`src/common/adcstc_pkg.sv`:
```
package adcstc_pkg;
    // ----------------------------------------
    // Register map (word offsets as bytes)
    // ----------------------------------------
    localparam logic [3:0] ADCSTC_OFS_TIMING = 4'h0;
    localparam logic [3:0] ADCSTC_OFS_TEST = 4'h4;
    localparam logic [3:0] ADCSTC_OFS_CTRL = 4'h8;
    localparam logic [3:0] ADCSTC_OFS_STATUS = 4'hC;
    // ----------------------------------------
    // Field positions and reset values
    // ----------------------------------------
    localparam int ADCSTC_ACQ_LSB = 5;
    localparam int ADCSTC_RES_MSB = 4;
    localparam logic [7:0] ADCSTC_TIMING_RST = 8'h00;
    localparam logic [2:0] ADCSTC_TEST_RST = 3'h0;
    // Test register: bit0 ground, bit1 reference, bit2 zero offset trim
    localparam int ADCSTC_TST_GND = 0;
    localparam int ADCSTC_TST_REF = 1;
    localparam int ADCSTC_TST_ZOFS = 2;
    // Ctrl: bit0 start (write pulse), bit1 ten-bit mode
    localparam int ADCSTC_CTL_START = 0;
    localparam int ADCSTC_CTL_TEN = 1;
    // ----------------------------------------
    // Timing constants in oscillator clocks
    // ----------------------------------------
    localparam logic [7:0] ADCSTC_ACQ_MUL = 8'h08;
    localparam logic [7:0] ADCSTC_ACQ_ADD = 8'h02;
    localparam logic [4:0] ADCSTC_BITS_8 = 5'h08;
    localparam logic [4:0] ADCSTC_BITS_10 = 5'h0A;
    localparam logic [10:0] ADCSTC_RES_ADD = 11'h003;
    // ----------------------------------------
    // Sequencer states (Gray along the path)
    // ----------------------------------------
    typedef enum logic [1:0] {
        ADCSTC_IDLE = 2'b00,
        ADCSTC_ACQ = 2'b01,
        ADCSTC_RES = 2'b11,
        ADCSTC_DONE = 2'b10
    } adcstc_state_t;
endpackage

```
`src/design/adcstc_top.sv`:
```
// What this block does
// - Sample and conversion times both come from one timing byte, 8 or 10 bit.
// - Bits 7..5 are sample count; sample clocks equal eight times count plus two.
// - Conversion clocks equal two times resolution times count plus one, plus three.
// - Timing works for every byte value; accuracy only within limits.
// - Test register selects ground or reference input and zero offset trim.
`timescale 1ns/1ps
module adcstc_top (
    // Clock and reset
    input wire logic clk,
    input wire logic reset_n,
    // Avalon-MM slave
    input wire logic [3:0] avs_address,
    input wire logic avs_read,
    input wire logic avs_write,
    input wire logic [31:0] avs_writedata,
    output logic [31:0] avs_readdata,
    output logic avs_waitrequest,
    // Converter front end
    output logic acquire_active,
    output logic resolve_active,
    output logic resolution_ten,
    output logic analog_ground_sel,
    output logic reference_sel,
    output logic zero_offset_trim,
    output logic convert_done
);
    import adcstc_pkg::*;

    // ----------------------------------------
    // State
    // ----------------------------------------
    typedef struct packed {
        logic [7:0] timing;
        logic [2:0] test;
        logic ten;
        adcstc_state_t st;
        logic [10:0] cnt;
        logic done;
        logic pulse;
        logic ack;
        logic [31:0] rdata;
    } adcstc_regs_t;

    adcstc_regs_t r_q;
    adcstc_regs_t r_d;
    logic [2:0] acq_cnt;
    logic [4:0] res_cnt;
    logic [10:0] acq_len;
    logic [10:0] res_len;
    logic [4:0] bits;
    logic access;

    // Field split, conversion count in bits 4..0
    assign acq_cnt = r_q.timing[7:ADCSTC_ACQ_LSB];
    assign res_cnt = r_q.timing[ADCSTC_RES_MSB:0];
    assign bits = r_q.ten ? ADCSTC_BITS_10 : ADCSTC_BITS_8;
    // Phase lengths for any byte value, widths cover the maxima
    assign acq_len = 11'({3'h0, ADCSTC_ACQ_MUL} * {8'h00, acq_cnt}) + 11'(ADCSTC_ACQ_ADD);
    assign res_len = 11'(11'({6'h00, bits}) * 11'({6'h00, res_cnt} + 11'h001) * 11'h002)
                     + ADCSTC_RES_ADD;
    assign access = (avs_read | avs_write) & ~r_q.ack;

    // Next state
    always_comb begin
        r_d = r_q;
        r_d.ack = access;
        r_d.pulse = 1'b0;
        if (avs_write && access) begin
            case (avs_address)
                ADCSTC_OFS_TIMING: begin
                    r_d.timing = avs_writedata[7:0];
                end
                ADCSTC_OFS_TEST: begin
                    r_d.test = avs_writedata[2:0];
                end
                ADCSTC_OFS_CTRL: begin
                    r_d.ten = avs_writedata[ADCSTC_CTL_TEN];
                    r_d.pulse = avs_writedata[ADCSTC_CTL_START];
                end
                default: begin
                end
            endcase
        end
        if (avs_read && access) begin
            case (avs_address)
                ADCSTC_OFS_TIMING: r_d.rdata = {24'h0000_00, r_q.timing};
                ADCSTC_OFS_TEST: r_d.rdata = {29'h0000_0000, r_q.test};
                ADCSTC_OFS_CTRL: r_d.rdata = {30'h0000_0000, r_q.ten, 1'b0};
                ADCSTC_OFS_STATUS: r_d.rdata = {28'h0000_000, r_q.done,
                                               r_q.st == ADCSTC_RES, r_q.st == ADCSTC_ACQ,
                                               r_q.st != ADCSTC_IDLE};
                default: r_d.rdata = 32'h0000_0000;
            endcase
        end
        // Reading status clears done; a new completion wins
        if (avs_read && access && avs_address == ADCSTC_OFS_STATUS) begin
            r_d.done = 1'b0;
        end
        // Sequencer: sample phase, then conversion phase
        case (r_q.st)
            ADCSTC_IDLE: begin
                if (r_q.pulse) begin
                    r_d.st = ADCSTC_ACQ;
                    r_d.cnt = acq_len - 11'h001;
                end
            end
            ADCSTC_ACQ: begin
                if (r_q.cnt == 11'h000) begin
                    r_d.st = ADCSTC_RES;
                    r_d.cnt = res_len - 11'h001;
                end else begin
                    r_d.cnt = r_q.cnt - 11'h001;
                end
            end
            ADCSTC_RES: begin
                if (r_q.cnt == 11'h000) begin
                    r_d.st = ADCSTC_DONE;
                end else begin
                    r_d.cnt = r_q.cnt - 11'h001;
                end
            end
            ADCSTC_DONE: begin
                r_d.st = ADCSTC_IDLE;
                r_d.done = 1'b1;
            end
            default: r_d.st = ADCSTC_IDLE;
        endcase
    end

    // Register the state
    always_ff @(posedge clk or negedge reset_n) begin
        if (!reset_n) begin
            r_q <= '{timing: ADCSTC_TIMING_RST, test: ADCSTC_TEST_RST, ten: 1'b0,
                     st: ADCSTC_IDLE, cnt: 11'h000, done: 1'b0, pulse: 1'b0,
                     ack: 1'b0, rdata: 32'h0000_0000};
        end else begin
            r_q <= r_d;
        end
    end

    // Outputs
    assign avs_waitrequest = (avs_read | avs_write) & ~r_q.ack;
    assign avs_readdata = r_q.rdata;
    assign acquire_active = r_q.st == ADCSTC_ACQ;
    assign resolve_active = r_q.st == ADCSTC_RES;
    assign resolution_ten = r_q.ten;
    assign analog_ground_sel = r_q.test[ADCSTC_TST_GND];
    assign reference_sel = r_q.test[ADCSTC_TST_REF];
    assign zero_offset_trim = r_q.test[ADCSTC_TST_ZOFS];
    assign convert_done = r_q.done;

    // ----------------------------------------
    // Assertions
    // ----------------------------------------
    int acq_run;
    always_ff @(posedge clk or negedge reset_n) begin
        if (!reset_n) begin
            acq_run <= 0;
        end else if (r_q.st == ADCSTC_ACQ) begin
            acq_run <= acq_run + 1;
        end else begin
            acq_run <= 0;
        end
    end

    // ----------------------------------------
    // Conversion phase checks
    // ----------------------------------------
    // Cycles spent so far in the conversion phase
    int res_run;
    always_ff @(posedge clk or negedge reset_n) begin
        if (!reset_n) begin
            res_run <= 0;
        end else if (r_q.st == ADCSTC_RES) begin
            res_run <= res_run + 1;
        end else begin
            res_run <= 0;
        end
    end
endmodule

```
`config.mk`:
```
export PLATFORM = sky130hd
export DESIGN_NAME = adcstc_top
export DESIGN_NICKNAME = d
export VERILOG_FILES = /design/src/common/adcstc_pkg.sv /design/src/design/adcstc_top.sv
export SDC_FILE = /design/constraint.sdc
export NUM_CORES = 1
export LEC_CHECK = 0
export BUFFER_PORTS_ARGS = -buffer_cell sky130_fd_sc_hd__buf_2
export CORE_ASPECT_RATIO = 1.25
export CORE_UTILIZATION = 35
export CTS_CLUSTER_SIZE = 14
export DETAILED_ROUTE_END_ITERATION = 10
export SLEW_MARGIN = 10
export SYNTH_ARGS = -nofsm -noshare
export SYNTH_HDL_FRONTEND = slang
export SYNTH_SLANG_ARGS = --single-unit
```
`constraint.sdc`:
```
create_clock -name clk -period 3.1 [get_ports clk]
set_clock_uncertainty 0.05 [all_clocks]
set_input_delay 0.775 -clock clk [delete_from_list [all_inputs] [get_ports clk]]
set_output_delay 0.775 -clock clk [all_outputs]
set_load 0.02 [all_outputs]
```
==> summary.md <==
• **status** completed
• **clock transition at the registers of the reported paths** 0.07 ns
• **fraction of layout cells with a size suffix above 1** 0.2330
• **number of max-capacitance violations reported** 0
• **count of placed standard cells in the final layout, fillers left out** 366
• **sequential area share after synthesis** 0.3723
• **leakage** 1.315 nW
• **Port Buffer Count** 31
• **mean cell area of the mapped netlist** 9.602 sq um
• **vias post-DR** 1,828
• **final critical-path required period** 2.888 ns
• **H-tree depth reported by CTS** 2
• **leading post-synthesis cells by cell area** sky130_fd_sc_hd__dfrtp_1 37%, sky130_fd_sc_hd__buf_4 9.9%, sky130_fd_sc_hd__ha_1 7.2%
• **worst voltage drop across the vdd grid** 246.7 uV
• **number of flops mapped to enable cells by yosys** 0
• **die height** 94.97 microns
• **proportion of power drawn by combinational gates** 0.376
• **Min-Delay Path Depth** 1
• **area fraction in and, or, nand and nor cells after synthesis** 0.1541
• **remaining antenna violation count after routing** 0
• **RSZ-0062 raised after global routing** false
• **Max Freq** 0.3463 GHz
• **area share of the largest cell type after synthesis** 0.3723
• **Starting Density** 0.3663
• **predominant post-synthesis flop cell** sky130_fd_sc_hd__dfrtp_1
• **area leader, netlist** sky130_fd_sc_hd__dfrtp_1
• **Root Buffer** sky130_fd_sc_hd__clkbuf_8
• **complex-gate fraction of the synthesized area** 0.1639
• **total chip power** 1.834 mW
• **R2R Path Start** r_q[53]
• **detailed-routing iteration count for the pre-antenna-repair pass** 4
• **data arrival time of the worst path** 3.01 ns
• **Total Wirelength** 4992 microns
• **critical path start-end classification** flip-flop to flip-flop
• **setup TNS after final layout** 0 ns
• **setup slack on the worst flop-to-flop path** 0.21 ns
• **global-route total usage across every layer** 0.1464
• **total die area** 7252 sq um
• **Setup crit start kind** flip-flop
• **count of final setup violators** 0
• **chip width** 76.37 microns
• **antenna cell count** 0
• **data required time at the worst endpoint** 3.23 ns
• **GR Overflow Total** 0
• **count of final max-slew check failures** 0
• **Mapped Cells** 252
• **dpl cells** 358
• **worst hold path startpoint** r_q[32]
• **unique cell type count in the Yosys netlist** 52
• **share of the synthesized netlist area taken by xor and xnor gates** 0.01810
• **Avg WL per Cell** 13.64 microns
• **met2 WL** 2452 microns
• **power share of the sequential group** 0.399
• **async set or reset register ratio after synthesis** 1.000
• **Core Region** 6606 sq um
• **global-route wire length before repair** 8328 microns
• **final-layout worst hold slack** 0.4067 ns
• **count of final hold-check violations** 0
• **total power per unit cell area** 688.2 nW/um^2
• **critical-path cell with the highest stage delay** sky130_fd_sc_hd__dfrtp_1
• **antenna violations before repair** 0
• **total number of yosys warnings** 0
• **clock buffer count from CTS** 5
• **Critical Path Max Stage Delay** 0.41 ns
• **adder-cell area share of the yosys netlist** 0.08066
• **highest net fanout along the worst path** 4
• **worst-path cell chain** ha_1 > xor2_1 > and2_1 > and2_4 > ha_1 > ha_1 > a21o_1 > a21oi_2 > xnor2_1 > o311a_1 > a311o_1
• **synth cell count leaders** 36 x sky130_fd_sc_hd__dfrtp_1, 32 x sky130_fd_sc_hd__buf_4, 20 x sky130_fd_sc_hd__o21ai_0, 18 x sky130_fd_sc_hd__nor2_1, 14 x sky130_fd_sc_hd__ha_1
• **Worst Hold End** r_q[32]
• **switch share** 0.3923
• **Tightest Pin Transition** 0.8120 ns
• **clock network latency to the later pin of the worst-skew pair** 0.29 ns
• **Seq cells post-synth** 36
• **total number of nets in the final design** 333
• **area of the mapped netlist** 2420 sq um
• **NetSw** 0.7194 mW
• **combinational family with the most area after synthesis** compound AO/OA/AOI/OAI gates
• **Met1 Wirelength** 2234 microns
• **top-level port count** 80
• **vias per cell** 4.995
• **final weighted congestion in routability-driven placement** 0.8416
• **floorplan row count** 33
• **clock sink count** 36
• **area added between synthesis and finish** 10.13%
• **Power Internal** 1.115 mW
• **maximum number of pins on one net before global-route repair** 37
• **endpoint of the lowest-slack register-to-register path** r_q[44]
• **cells on worst reg2reg path** 11
• **Post-CTS Setup Inserts** 0
• **number of DRC markers in iteration 0** 83
• **Post-CTS Hold Fix Bufs** 0
• **clock tree from TritonCTS** built
• **met3 routed WL** 159 microns
• **highest routing layer actually used** met4
• **DRC** 0
• **min-delay worst type** flip-flop to flip-flop
• **Rel. slew slack** 0.4586
• **Critical Path Sink Type** flip-flop
• **multiplexer share of the synthesized area** 0.07808
• **via count of the first global-routing pass** 1,779
• **final period utilization** 0.9315
• **clock share of power** 0.225
• **HPWL after detailed placement** 3905 microns
• **cells resized by post-CTS repair** 0
• **Crit path top cell by count** sky130_fd_sc_hd__ha_1
• **most numerous cell in the Yosys netlist** sky130_fd_sc_hd__dfrtp_1
• **maximum clock path buffer count** 2
[state kept, by name (all words and copies together) (netlist names)]
register	count
acq_cnt	3
analog_ground_sel	1
avs_readdata	8
convert_done	1
r_q	20
reference_sel	1
resolution_ten	1
zero_offset_trim	1
[per-stage QoR]
| step | worst slack (ns) | instance area, sq um | utilization |
|---|---|---|---|
| after floorplan | 0.2473 | 2506 | - |
| after global placement | 0.1109 | 2535 | 0.3837 |
| after detailed placement | 0.1233 | 2535 | 0.3837 |
| after CTS | 0.07883 | 2643 | 0.4000 |
| after global routing | 0.01234 | 2665 | 0.4034 |
| final | 0.2122 | 2665 | 0.4034 |
[power by group through the flow]
stage	clock, mW	sequential (mW)	combinational (mW)
final	0.412	0.731	0.690
after global routing	0.439	0.752	0.777
after detailed placement	0	0.737	0.688
after CTS	0.422	0.731	0.690
after floorplan	0	0.711	0.532
after global placement	0	0.737	0.679
[layer usage]
metal  GRT usage  up-vias
li1            -      896
met1      0.1778      869
met2      0.2515       49
met3     0.02609       14
met4     0.07051        0
met5           0        -
[cells by family (layout without fill, tap and decap cells)]
kind of cell	after synthesis	count (layout)
other	1	24
DFF	36	36
adders and majority gates	15	15
and+or+nand+nor	70	70
xor gates and xnor gates	5	5
AOI/OAI and AO/OA	57	57
buffers and inverters	52	56
muxes	16	16
[worst max-delay path by stage]
stage	startpoint	to	slack, ns	cells past startpoint
finish	r_q[53]	r_q[44]	0.21	11
global route	r_q[53]	r_q[44]	0.01	12
CTS	r_q[53]	r_q[44]	0.08	11
detailed placement	r_q[53]	r_q[44]	0.12	11
global placement	r_q[53]	r_q[44]	0.11	11
floorplan	r_q[52]	r_q[44]	0.25	11
[layout make-up]
class                           instances  area (sq um)
Timing Repair Buffer                   36         192.7
Clock buffer                            6         72.57
Clock inverter                          2         35.03
Inverter                               12         45.04
Tap cell                               87         108.9
Sequential cell                        36         900.9
Multi-Input combinational cell        187          1310
Fill cell                             669          3941
[layout by cell type, fill, tap and decap left out, types with 7 or more instances in the layout]
cell type and instances:
sky130_fd_sc_hd__nand2_1 12, sky130_fd_sc_hd__dfrtp_1 36, sky130_fd_sc_hd__buf_2 31, sky130_fd_sc_hd__inv_1 12, sky130_fd_sc_hd__conb_1 24, sky130_fd_sc_hd__mux2_2 13, sky130_fd_sc_hd__o21ai_0 20, sky130_fd_sc_hd__ha_1 14
sky130_fd_sc_hd__a22o_1 7, sky130_fd_sc_hd__nor2_1 17
[critical path: cells and delay by family (launching register included)]
family / cells / cell delay (ns)
flip-flops: 1 / 0.41
AND/OR/NAND/NOR: 2 / 0.31
adder cells (fa/ha/maj): 3 / 0.79
XOR/XNOR: 2 / 0.23
AO/OA/AOI/OAI: 4 / 0.98
(Power assumes the default switching activity.)
